**config.mk**
```make
export PLATFORM = sky130hd
export DESIGN_NAME = pmtsc_top
export DESIGN_NICKNAME = d
export VERILOG_FILES = /design/src/hdl/pmtsc_pkg.sv /design/src/hdl/pmtsc_scan_if.sv /design/src/hdl/pmtsc_scan_seq.sv /design/src/hdl/pmtsc_top.sv
export SDC_FILE = /design/constraint.sdc
export NUM_CORES = 1
export LEC_CHECK = 0
export BUFFER_PORTS_ARGS = -buffer_cell sky130_fd_sc_hd__buf_2
export CAP_MARGIN = 20
export CELL_PAD_IN_SITES_DETAIL_PLACEMENT = 0
export CELL_PAD_IN_SITES_GLOBAL_PLACEMENT = 1
export CORE_ASPECT_RATIO = 1.4
export CORE_MARGIN = 1
export CORE_UTILIZATION = 52
export CTS_BUF_LIST = sky130_fd_sc_hd__clkbuf_4 sky130_fd_sc_hd__clkbuf_8
export CTS_CLUSTER_DIAMETER = 40
export DETAILED_ROUTE_END_ITERATION = 10
export PLACE_DENSITY = 0.95
export SYNTH_ARGS = -nofsm -noshare
export SYNTH_HDL_FRONTEND = slang
export SYNTH_SLANG_ARGS = --single-unit
```
**constraint.sdc**
```tcl
create_clock -name clk_sys -period 5.1 [get_ports clk_sys]
set_clock_uncertainty 0.15 [all_clocks]
set_input_delay 0.255 -clock clk_sys [delete_from_list [all_inputs] [get_ports clk_sys]]
set_output_delay 0.255 -clock clk_sys [all_outputs]
set_load 0.05 [all_outputs]
```
**src/hdl/pmtsc_pkg.sv**
```systemverilog
package pmtsc_pkg;

    // register map
    localparam logic [7:0] STAT_ADDR = 8'h01;
    localparam logic [7:0] MSEL_ADDR = 8'h03;
    localparam logic [7:0] CTRL_ADDR = 8'h04;
    localparam logic [7:0] FEAT_ADDR = 8'h07;
    localparam logic [7:0] WREN_ADDR = 8'h08;

    // field positions
    localparam int SLEEP_BIT    = 7;
    localparam int AUTO_OFF_BIT = 7;
    localparam int FORCE_BIT    = 5;
    localparam int WAKE_POL_BIT = 0;
    localparam int UNLOCK_BIT   = 7;
    localparam int FLAG_HI_BIT  = 4;
    localparam int FLAG_LO_BIT  = 3;
    localparam int ST_OVT_BIT   = 0;
    localparam int ST_SUP_BIT   = 1;
    localparam int ST_SET_BIT   = 2;
    localparam int ST_AWAKE_BIT = 3;
    localparam int MSEL_W       = 4;

    // values after reset
    localparam logic             SLEEP_RST    = 1'b0;
    localparam logic             AUTO_OFF_RST = 1'b0;
    localparam logic             FORCE_RST    = 1'b0;
    localparam logic             WAKE_POL_RST = 1'b0;
    localparam logic             UNLOCK_RST   = 1'b0;
    localparam logic             FLAG_RST     = 1'b0;
    localparam logic [MSEL_W-1:0] MSEL_RST    = 4'h0;

    // monitor select codes
    localparam logic [MSEL_W-1:0] MSEL_NONE  = 4'h0;
    localparam logic [MSEL_W-1:0] MSEL_CELL1 = 4'h1;
    localparam logic [MSEL_W-1:0] MSEL_CELL7 = 4'h7;
    localparam logic [MSEL_W-1:0] MSEL_EXT   = 4'h8;
    localparam logic [MSEL_W-1:0] MSEL_INT   = 4'h9;

    // timing
    localparam int unsigned CLK_KHZ        = 200000;
    localparam int unsigned SCAN_PERIOD_MS = 640;
    localparam int unsigned SCAN_ON_MS     = 5;
    localparam int unsigned SETTLE_MS      = 1;
    localparam int unsigned SCAN_PERIOD_CYC = SCAN_PERIOD_MS * CLK_KHZ;
    localparam int unsigned SCAN_ON_CYC     = SCAN_ON_MS * CLK_KHZ;
    localparam int unsigned SETTLE_CYC      = SETTLE_MS * CLK_KHZ;

    typedef enum logic [1:0] {
        PWR_OFF    = 2'b00,
        PWR_AWAKE  = 2'b01,
        PWR_ASLEEP = 2'b10
    } pmtsc_pwr_t;

endpackage : pmtsc_pkg

```
**src/hdl/pmtsc_scan_if.sv**
```systemverilog
`timescale 1ns/1ps
`default_nettype none
interface pmtsc_scan_if;
    logic auto_en;
    logic sel_ext;
    logic force_on;
    logic below_ref;
    logic supply_on;
    logic settled;
    logic overtemp;

    modport ctrl (output auto_en, output sel_ext, output force_on, output below_ref,
                  input supply_on, input settled, input overtemp);
    modport seq  (input auto_en, input sel_ext, input force_on, input below_ref,
                  output supply_on, output settled, output overtemp);
endinterface : pmtsc_scan_if
`default_nettype wire

```
**src/hdl/pmtsc_scan_seq.sv**
```systemverilog
`timescale 1ns/1ps
`default_nettype none
module pmtsc_scan_seq #(
    parameter int unsigned PERIOD_CYC = pmtsc_pkg::SCAN_PERIOD_CYC,
    parameter int unsigned ON_CYC     = pmtsc_pkg::SCAN_ON_CYC,
    parameter int unsigned SETTLE_CYC = pmtsc_pkg::SETTLE_CYC
) (
    // clock and reset
    input  wire logic      clk_sys,
    input  wire logic      rst_n,
    // control side
    pmtsc_scan_if.seq      scan
);

    logic [31:0] period_cnt_ff;
    logic [31:0] settle_cnt_ff;
    logic        supply_on_ff;
    logic        overtemp_ff;
    logic        auto_on;
    logic        settled;

    // free-running time base; the automatic window is a slice of it
    always_ff @(posedge clk_sys or negedge rst_n) begin
        if (!rst_n) begin
            period_cnt_ff <= 32'h0;
        end else if (period_cnt_ff >= PERIOD_CYC - 1) begin
            period_cnt_ff <= 32'h0;
        end else begin
            period_cnt_ff <= period_cnt_ff + 32'h1;
        end
    end

    assign auto_on = scan.auto_en && (period_cnt_ff < ON_CYC);

    // force and manual selection simply or in, so they never disturb each other
    always_ff @(posedge clk_sys or negedge rst_n) begin
        if (!rst_n) begin
            supply_on_ff <= 1'b0;
        end else begin
            supply_on_ff <= scan.force_on | scan.sel_ext | auto_on;
        end
    end

    // settling restarts each time the supply turns on
    always_ff @(posedge clk_sys or negedge rst_n) begin
        if (!rst_n) begin
            settle_cnt_ff <= 32'h0;
        end else if (!supply_on_ff) begin
            settle_cnt_ff <= 32'h0;
        end else if (settle_cnt_ff != SETTLE_CYC) begin
            settle_cnt_ff <= settle_cnt_ff + 32'h1;
        end
    end

    assign settled = supply_on_ff && (settle_cnt_ff == SETTLE_CYC);

    // verdict held between scans so software sees the last result
    always_ff @(posedge clk_sys or negedge rst_n) begin
        if (!rst_n) begin
            overtemp_ff <= 1'b0;
        end else if (settled) begin
            overtemp_ff <= scan.below_ref;
        end
    end

    assign scan.supply_on = supply_on_ff;
    assign scan.settled   = settled;
    assign scan.overtemp  = overtemp_ff;

endmodule : pmtsc_scan_seq
`default_nettype wire

```
**src/hdl/pmtsc_top.sv**
```systemverilog
`timescale 1ns/1ps
`default_nettype none
module pmtsc_top #(
    parameter int unsigned SCAN_PERIOD_CYC = pmtsc_pkg::SCAN_PERIOD_CYC,
    parameter int unsigned SCAN_ON_CYC     = pmtsc_pkg::SCAN_ON_CYC,
    parameter int unsigned SETTLE_CYC      = pmtsc_pkg::SETTLE_CYC
) (
    // clock and reset
    input  wire logic       clk_sys,
    input  wire logic       rst_n,
    // register port from the serial host link
    input  wire logic [7:0] reg_addr,
    input  wire logic [7:0] reg_wdata,
    input  wire logic       reg_wr,
    input  wire logic       reg_rd,
    output logic      [7:0] reg_rdata,
    // supply comparators
    input  wire logic [2:0] por_ok_taps,
    input  wire logic       por_ok_vcc,
    // wake and temperature inputs
    input  wire logic       wake_pin,
    input  wire logic       thermistor_below_ref,
    // power and sensor outputs
    output logic            regulated_supply_out,
    output logic            sensor_supply_out,
    output logic            ext_overtemp,
    // analog monitor multiplexer
    output logic      [3:0] monitor_route,
    output logic            monitor_low_power,
    output logic            route_thermistor
);

    pmtsc_pkg::pmtsc_pwr_t pwr_ff;
    pmtsc_pkg::pmtsc_pwr_t nxt_pwr;

    logic                           sleep_ff;
    logic                           auto_off_ff;
    logic                           force_ff;
    logic                           wake_pol_ff;
    logic                           unlock_ff;
    logic                           flag_hi_ff;
    logic                           flag_lo_ff;
    logic [pmtsc_pkg::MSEL_W-1:0]   msel_ff;
    logic                           wake_prev_ff;
    logic                           rso_ff;
    logic [3:0]                     route_ff;
    logic [7:0]                     rdata_ff;
    logic [7:0]                     nxt_rdata;
    logic                           por_all;
    logic                           awake;
    logic                           wake_edge;
    logic                           wr_ctrl;
    logic                           wr_feat;
    logic                           wr_wren;
    logic                           wr_msel;
    logic                           sleep_set;
    logic                           wake_now;

    pmtsc_scan_if scan ();

    // reserved codes fall back to the low-power "no output" state
    function automatic logic [3:0] mon_route(input logic [3:0] code);
        logic [3:0] r;
        r = pmtsc_pkg::MSEL_NONE;
        if (code >= pmtsc_pkg::MSEL_CELL1 && code <= pmtsc_pkg::MSEL_CELL7) begin
            r = code;
        end else if (code == pmtsc_pkg::MSEL_EXT || code == pmtsc_pkg::MSEL_INT) begin
            r = code;
        end
        return r;
    endfunction : mon_route

    // one address compare shared by write decode and readback
    function automatic logic hit(input logic [7:0] addr, input logic [7:0] reg_off);
        return addr == reg_off;
    endfunction : hit

    assign wr_ctrl = reg_wr && hit(reg_addr, pmtsc_pkg::CTRL_ADDR);
    assign wr_feat = reg_wr && hit(reg_addr, pmtsc_pkg::FEAT_ADDR);
    assign wr_wren = reg_wr && hit(reg_addr, pmtsc_pkg::WREN_ADDR);
    assign wr_msel = reg_wr && hit(reg_addr, pmtsc_pkg::MSEL_ADDR);

    // any tap or the main supply under threshold drops power
    assign por_all = (&por_ok_taps) && por_ok_vcc;
    assign awake   = (pwr_ff == pmtsc_pkg::PWR_AWAKE);

    // power-state sequencing

    // pin is already synchronous; one flop of history gives the edge
    // history resets low, so a pin held low never looks like a fresh fall
    always_ff @(posedge clk_sys or negedge rst_n) begin
        if (!rst_n) begin
            wake_prev_ff <= 1'b0;
        end else begin
            wake_prev_ff <= wake_pin;
        end
    end

    assign wake_edge = wake_pol_ff ? (wake_pin && !wake_prev_ff)
                                   : (!wake_pin && wake_prev_ff);

    always_comb begin
        nxt_pwr = pwr_ff;
        unique case (pwr_ff)
            pmtsc_pkg::PWR_OFF: begin
                if (por_all) begin
                    nxt_pwr = pmtsc_pkg::PWR_AWAKE;
                end
            end
            pmtsc_pkg::PWR_AWAKE: begin
                if (!por_all) begin
                    nxt_pwr = pmtsc_pkg::PWR_OFF;
                end else if (sleep_ff) begin
                    nxt_pwr = pmtsc_pkg::PWR_ASLEEP;
                end
            end
            pmtsc_pkg::PWR_ASLEEP: begin
                if (!por_all) begin
                    nxt_pwr = pmtsc_pkg::PWR_OFF;
                end else if (wake_edge) begin
                    nxt_pwr = pmtsc_pkg::PWR_AWAKE;
                end
            end
            default: begin
                // 2'b11 is unused; fall back to the power-on state
                nxt_pwr = pmtsc_pkg::PWR_OFF;
            end
        endcase
    end

    always_ff @(posedge clk_sys or negedge rst_n) begin
        if (!rst_n) begin
            pwr_ff <= pmtsc_pkg::PWR_OFF;
        end else begin
            pwr_ff <= nxt_pwr;
        end
    end

    // regulator follows the next state so it changes with the state itself
    always_ff @(posedge clk_sys or negedge rst_n) begin
        if (!rst_n) begin
            rso_ff <= 1'b0;
        end else begin
            rso_ff <= (nxt_pwr == pmtsc_pkg::PWR_AWAKE);
        end
    end

    assign regulated_supply_out = rso_ff;

    // force-sleep bit

    assign sleep_set = wr_ctrl && reg_wdata[pmtsc_pkg::SLEEP_BIT];
    assign wake_now  = (pwr_ff == pmtsc_pkg::PWR_ASLEEP) && (nxt_pwr == pmtsc_pkg::PWR_AWAKE);

    // a fresh request wins over the self-clear in the same cycle
    // clearing while off stops a stale request from sleeping the next power-up
    always_ff @(posedge clk_sys or negedge rst_n) begin
        if (!rst_n) begin
            sleep_ff <= pmtsc_pkg::SLEEP_RST;
        end else if (sleep_set) begin
            sleep_ff <= 1'b1;
        end else if (wake_now || pwr_ff == pmtsc_pkg::PWR_OFF) begin
            sleep_ff <= 1'b0;
        end
    end

    // feature configuration, write-protected

    always_ff @(posedge clk_sys or negedge rst_n) begin
        if (!rst_n) begin
            auto_off_ff <= pmtsc_pkg::AUTO_OFF_RST;
            force_ff    <= pmtsc_pkg::FORCE_RST;
            wake_pol_ff <= pmtsc_pkg::WAKE_POL_RST;
        end else if (wr_feat && unlock_ff) begin
            auto_off_ff <= reg_wdata[pmtsc_pkg::AUTO_OFF_BIT];
            force_ff    <= reg_wdata[pmtsc_pkg::FORCE_BIT];
            wake_pol_ff <= reg_wdata[pmtsc_pkg::WAKE_POL_BIT];
        end
    end

    // write enable and spare flags

    always_ff @(posedge clk_sys or negedge rst_n) begin
        if (!rst_n) begin
            unlock_ff <= pmtsc_pkg::UNLOCK_RST;
        end else if (wr_wren) begin
            unlock_ff <= reg_wdata[pmtsc_pkg::UNLOCK_BIT];
        end
    end

    // only a true power-on reset clears these; sleep leaves them alone
    always_ff @(posedge clk_sys or negedge rst_n) begin
        if (!rst_n) begin
            flag_hi_ff <= pmtsc_pkg::FLAG_RST;
            flag_lo_ff <= pmtsc_pkg::FLAG_RST;
        end else if (wr_wren) begin
            flag_hi_ff <= reg_wdata[pmtsc_pkg::FLAG_HI_BIT];
            flag_lo_ff <= reg_wdata[pmtsc_pkg::FLAG_LO_BIT];
        end
    end

    // monitor selection

    // kept through sleep so the choice survives a wake cycle
    always_ff @(posedge clk_sys or negedge rst_n) begin
        if (!rst_n) begin
            msel_ff <= pmtsc_pkg::MSEL_RST;
        end else if (wr_msel) begin
            msel_ff <= reg_wdata[pmtsc_pkg::MSEL_W-1:0];
        end
    end

    // multiplexer goes dark one cycle after the regulator turns off
    always_ff @(posedge clk_sys or negedge rst_n) begin
        if (!rst_n) begin
            route_ff <= pmtsc_pkg::MSEL_NONE;
        end else if (awake) begin
            route_ff <= mon_route(msel_ff);
        end else begin
            route_ff <= pmtsc_pkg::MSEL_NONE;
        end
    end

    assign monitor_route     = route_ff;
    assign monitor_low_power = (route_ff == pmtsc_pkg::MSEL_NONE);
    assign route_thermistor  = (route_ff == pmtsc_pkg::MSEL_EXT);

    // temperature scan

    assign scan.auto_en   = awake && !auto_off_ff;
    // gated by awake so a held selection cannot run the sensor while asleep
    assign scan.sel_ext   = awake && route_thermistor;
    assign scan.force_on  = awake && force_ff;
    assign scan.below_ref = thermistor_below_ref;

    pmtsc_scan_seq #(
        .PERIOD_CYC (SCAN_PERIOD_CYC),
        .ON_CYC     (SCAN_ON_CYC),
        .SETTLE_CYC (SETTLE_CYC)
    ) u_scan (
        .clk_sys (clk_sys),
        .rst_n   (rst_n),
        .scan    (scan)
    );

    assign sensor_supply_out = scan.supply_on;
    assign ext_overtemp      = scan.overtemp;

    // register readback
    // reserved and unmapped bits read as zero

    always_comb begin
        nxt_rdata = 8'h00;
        if (hit(reg_addr, pmtsc_pkg::CTRL_ADDR)) begin
            nxt_rdata[pmtsc_pkg::SLEEP_BIT] = sleep_ff;
        end else if (hit(reg_addr, pmtsc_pkg::FEAT_ADDR)) begin
            nxt_rdata[pmtsc_pkg::AUTO_OFF_BIT] = auto_off_ff;
            nxt_rdata[pmtsc_pkg::FORCE_BIT]    = force_ff;
            nxt_rdata[pmtsc_pkg::WAKE_POL_BIT] = wake_pol_ff;
        end else if (hit(reg_addr, pmtsc_pkg::WREN_ADDR)) begin
            nxt_rdata[pmtsc_pkg::UNLOCK_BIT]  = unlock_ff;
            nxt_rdata[pmtsc_pkg::FLAG_HI_BIT] = flag_hi_ff;
            nxt_rdata[pmtsc_pkg::FLAG_LO_BIT] = flag_lo_ff;
        end else if (hit(reg_addr, pmtsc_pkg::MSEL_ADDR)) begin
            nxt_rdata[pmtsc_pkg::MSEL_W-1:0] = msel_ff;
        end else if (hit(reg_addr, pmtsc_pkg::STAT_ADDR)) begin
            nxt_rdata[pmtsc_pkg::ST_OVT_BIT]   = scan.overtemp;
            nxt_rdata[pmtsc_pkg::ST_SUP_BIT]   = scan.supply_on;
            nxt_rdata[pmtsc_pkg::ST_SET_BIT]   = scan.settled;
            nxt_rdata[pmtsc_pkg::ST_AWAKE_BIT] = awake;
        end
    end

    // data held until the next read strobe
    always_ff @(posedge clk_sys or negedge rst_n) begin
        if (!rst_n) begin
            rdata_ff <= 8'h00;
        end else if (reg_rd) begin
            rdata_ff <= nxt_rdata;
        end
    end

    assign reg_rdata = rdata_ff;

endmodule : pmtsc_top
`default_nettype wire

```
==> out/results.tsv <==
stage	metric	value	unit
run_status	run status	finished clean	
worst_setup_path	startpoint types	flop	
layout	area grow syn2layout	13.0	%
timing	RSZ-0062 raised after global routing	false	
yosys	Async S/R FF share, synth	100	%
worst_setup_path	reg2reg end	u_scan.period_cnt_ff[2]	
floorplan	# rows	40	
floorplan	full die area	9120	um2
timing	Max Freq	0.380	GHz
timing	Setup violations, final	0	
floorplan	Initial Utilization	53.4	%
detailed_routing	Detailed Routing Iterations Pass 1	4	
worst_setup_path	CP delay by family, top	compound AO/OA/AOI/OAI gates	
timing	worst setup slack after layout	2.47	ns
timing	min Tclk post-route	2.63	ns
worst_hold_path	WHS Path Cells	2	
floorplan	die height	113	um
flow_run	Max-Cap Viols	0	
global_route	largest net degree at the start of global routing	56	
yosys	simple-gate share of the synthesized area	28.1	%
yosys	adder-cell share of the synthesized area	0.826	%
layout	share of cells above drive strength 1	15.9	%
worst_setup_path	Worst Path Arrival	2.70	ns
timing	worst-margin pin slew	0.926	ns
yosys	Post-Syn Area	4550	um2
placed_design	routability-driven placement congestion ratio	0.852	
clock_network	CTS buffer count	9	
placed_design	DP Worst Slack	2.48	ns
detailed_routing	Avg WL per Cell	14.6	um
power_and_ir_drop	worst vdd ir	206	uV
detailed_routing	DRC Markers	0	
worst_setup_path	reg2reg start	u_scan.period_cnt_ff[0]	
detailed_routing	Metal-1 WL	3830	um
global_route	gr usage total	21.9	%
worst_setup_path	Worst Path Required	5.16	ns
yosys	multiplexer share of the synthesized area	3.50	%
detailed_routing	Via Count	3334	
yosys	ys flop type	dfrtp_1	
global_route	grt ovf	0	
power_and_ir_drop	PwrDens	250	nW/um2
yosys	mean cell area of the mapped netlist	10.3	um2
clock_network	clk_lat worst skew	0.37	ns
layout	fillers	733	
worst_setup_path	CP peak stage delay	0.68	ns
yosys	synth warn	0	
yosys	#FFs+latches synth	92	
detailed_routing	uppermost routed layer	met4	
timing	Final Max Slew Viols	0	
clock_network	clock sinks	92	
timing	relative slew slack	38.3	%
floorplan	Die Wd	81.0	um
detailed_routing	Vias/cell	5.53	
placed_design	I/O Buffers	40	
floorplan	io pins	43	
timing	final hold violation count	0	
placed_design	HPWL Detailed	6070	um
clock_network	CTS tree	yes	
floorplan	core region area	8510	um2
global_route	first-pass GRT wire length	15500	um
yosys	Mapped Cells	441	
clock_network	Max clock buf depth	2	
layout	diode count	0	
worst_setup_path	crit-path max FO	26	
layout	nets	522	
worst_setup_path	Setup CP Type	reg2reg	
yosys	Netlist cell types	52	
power_and_ir_drop	Leak	2.33	nW
timing	Tcrit/Tclk final	51.6	%
worst_setup_path	slowest CP cell	a211o_1	
worst_setup_path	CP cell instances	ha_1 > nand3_1 > nor3_1 > a31o_2 > a211o_1 > nor2_1	
detailed_routing	met3 WL	184	um
yosys	post-synthesis sequential area ratio	50.6	%
yosys	post-synthesis xor/xnor area fraction	10.2	%
worst_setup_path	r2r worst-path depth	6	
detailed_routing	Routed WL	8800	um
clock_network	CTS Root Cell	clkbuf_8	
global_route	number of global-route vias before repair	3416	
timing	setup_tns	0	ns
detailed_routing	DR iter-0 viols	186	
worst_hold_path	Hold Path Class	in2reg	
worst_setup_path	Bufs and invs on worst path	0	
global_route	initial antenna violation count	0	
clock_network	Reg clk slew, reported paths	0.08	ns
detailed_routing	Routed Antenna Nets	0	
yosys	Compound-Gate Fraction of Synth Area	4.13	%
yosys	number of synthesized flops with an enable pin	0	
yosys	combinational family with the most area after synthesis	simple AND/OR/NAND/NOR gates	
worst_setup_path	Worst setup EP type	flop	
clock_network	htree depth	3	
worst_hold_path	Hold Path End	auto_off_ff	
detailed_routing	WL met2	4620	um
worst_setup_path	worst reg2reg setup slack	2.47	ns
worst_hold_path	hold_sp	reg_wdata[7]	
clock_network	post-CTS setup buffer count	0	
flip-flops by register name (all words and copies together) (netlist names):
| name | count |
|---|---|
| auto_off_ff | 1 |
| flag_hi_ff | 1 |
| flag_lo_ff | 1 |
| force_ff | 1 |
| monitor_route | 4 |
| msel_ff | 4 |
| pwr_ff | 2 |
| reg_rdata | 7 |
| regulated_supply_out | 1 |
| sleep_ff | 1 |
| u_scan.period_cnt_ff | 32 |
| u_scan.scan.overtemp | 1 |
| u_scan.scan.supply_on | 1 |
| u_scan.settle_cnt_ff | 32 |
| unlock_ff | 1 |
| wake_pol_ff | 1 |
| wake_prev_ff | 1 |
layout make-up:
type | count | area (um2) | area share [%]
clock inverters | 2 | 16.3 | 0.317
multi-input cells | 329 | 2150 | 41.8
clock buffers | 14 | 180 | 3.51
well taps | 105 | 131 | 2.56
flip-flops and latches | 92 | 2300 | 44.8
repair buffers | 50 | 320 | 6.23
inverters | 11 | 41.3 | 0.804
where the power goes:
part / internal, W / switching (W) / leakage [nW]
Clock: 0.000230 / 0.000252 / 0.100
Sequential: 0.000736 / 0.00000498 / 1.26
Combinational: 0.0000219 / 0.0000391 / 0.963
cell families after synthesis:
| group | after synthesis |
|---|---|
| compound gates | 29 |
| xor+xnor | 53 |
| fa+ha+maj | 3 |
| buf+inv | 25 |
| flops | 92 |
| mux | 14 |
| other cells | 1 |
| simple gates | 224 |
cell usage after synthesis, drive strengths merged (11+ instances only):
library cell | number | area (um2)
and2 | 31 | 194
dfrtp | 92 | 2300
inv | 11 | 41.3
mux2 | 12 | 139
nand2 | 31 | 119
nand3 | 29 | 150
nand4 | 20 | 131
nor2 | 48 | 180
nor4 | 19 | 170
xnor2 | 23 | 201
xor2 | 30 | 263
through the flow:
step | hold WS [ns] | cells | area (um2) | total power [W] | utilization, %
finish | 0.0314 | 603 | 5140 | 0.00128 | 60.4
global route | 0.0230 | 603 | 5140 | 0.00133 | 60.4
CTS | 0.0188 | 603 | 5140 | 0.00129 | 60.4
detailed placement | 0.102 | 578 | 4850 | 0.000813 | 57.0
global placement | 0.243 | 577 | 4820 | 0.000808 | 56.7
floorplan | -0.191 | 446 | 4560 | 0.000779 | -
worst max path at each step:
stage,start,end,slack [ns],cells past startpoint
2_1_floorplan,monitor_route[3],u_scan.scan.supply_on,2.27,3
3_3_place_gp,u_scan.period_cnt_ff[0],u_scan.period_cnt_ff[2],2.55,6
3_5_place_dp,u_scan.period_cnt_ff[0],u_scan.period_cnt_ff[11],2.48,6
4_1_cts,u_scan.period_cnt_ff[0],u_scan.period_cnt_ff[2],2.47,6
5_1_grt,u_scan.period_cnt_ff[0],u_scan.period_cnt_ff[8],2.21,6
6_report,u_scan.period_cnt_ff[0],u_scan.period_cnt_ff[2],2.47,6
placed cells by master (no fill, tap or decap), drive strengths merged, types with 2 or more instances in the layout:
master and count:
dfrtp 92, nor2 48, buf 41, and2 31
nand2 31, xor2 30, nand3 29, xnor2 23
nand4 20, nor4 19, clkbuf 14, inv 12
mux2 12, dlygate4sd3 9, nor3 8, and3 8
o21ai 8, and4 7, a21oi 6, conb 6
nor4b 6, nor2b 4, nand3b 3, nand2b 3
ha 3, a32oi 2, o31ai 2, o21a 2
or3 2, mux2i 2, or4 2
metal layers:
| layer | vias to the layer above | GRT usage [%] |
|---|---|---|
| li1 | 1633 | - |
| met1 | 1636 | 27.3 |
| met2 | 53 | 37.3 |
| met3 | 12 | 2.60 |
| met4 | 0 | 9.88 |
| met5 | - | 0 |
what timing repair did:
action	CTS	global route
hold buffers	9	0
resized for setup	0	0
endpoints found under the hold margin	47	0
(Power assumes the default switching activity.)
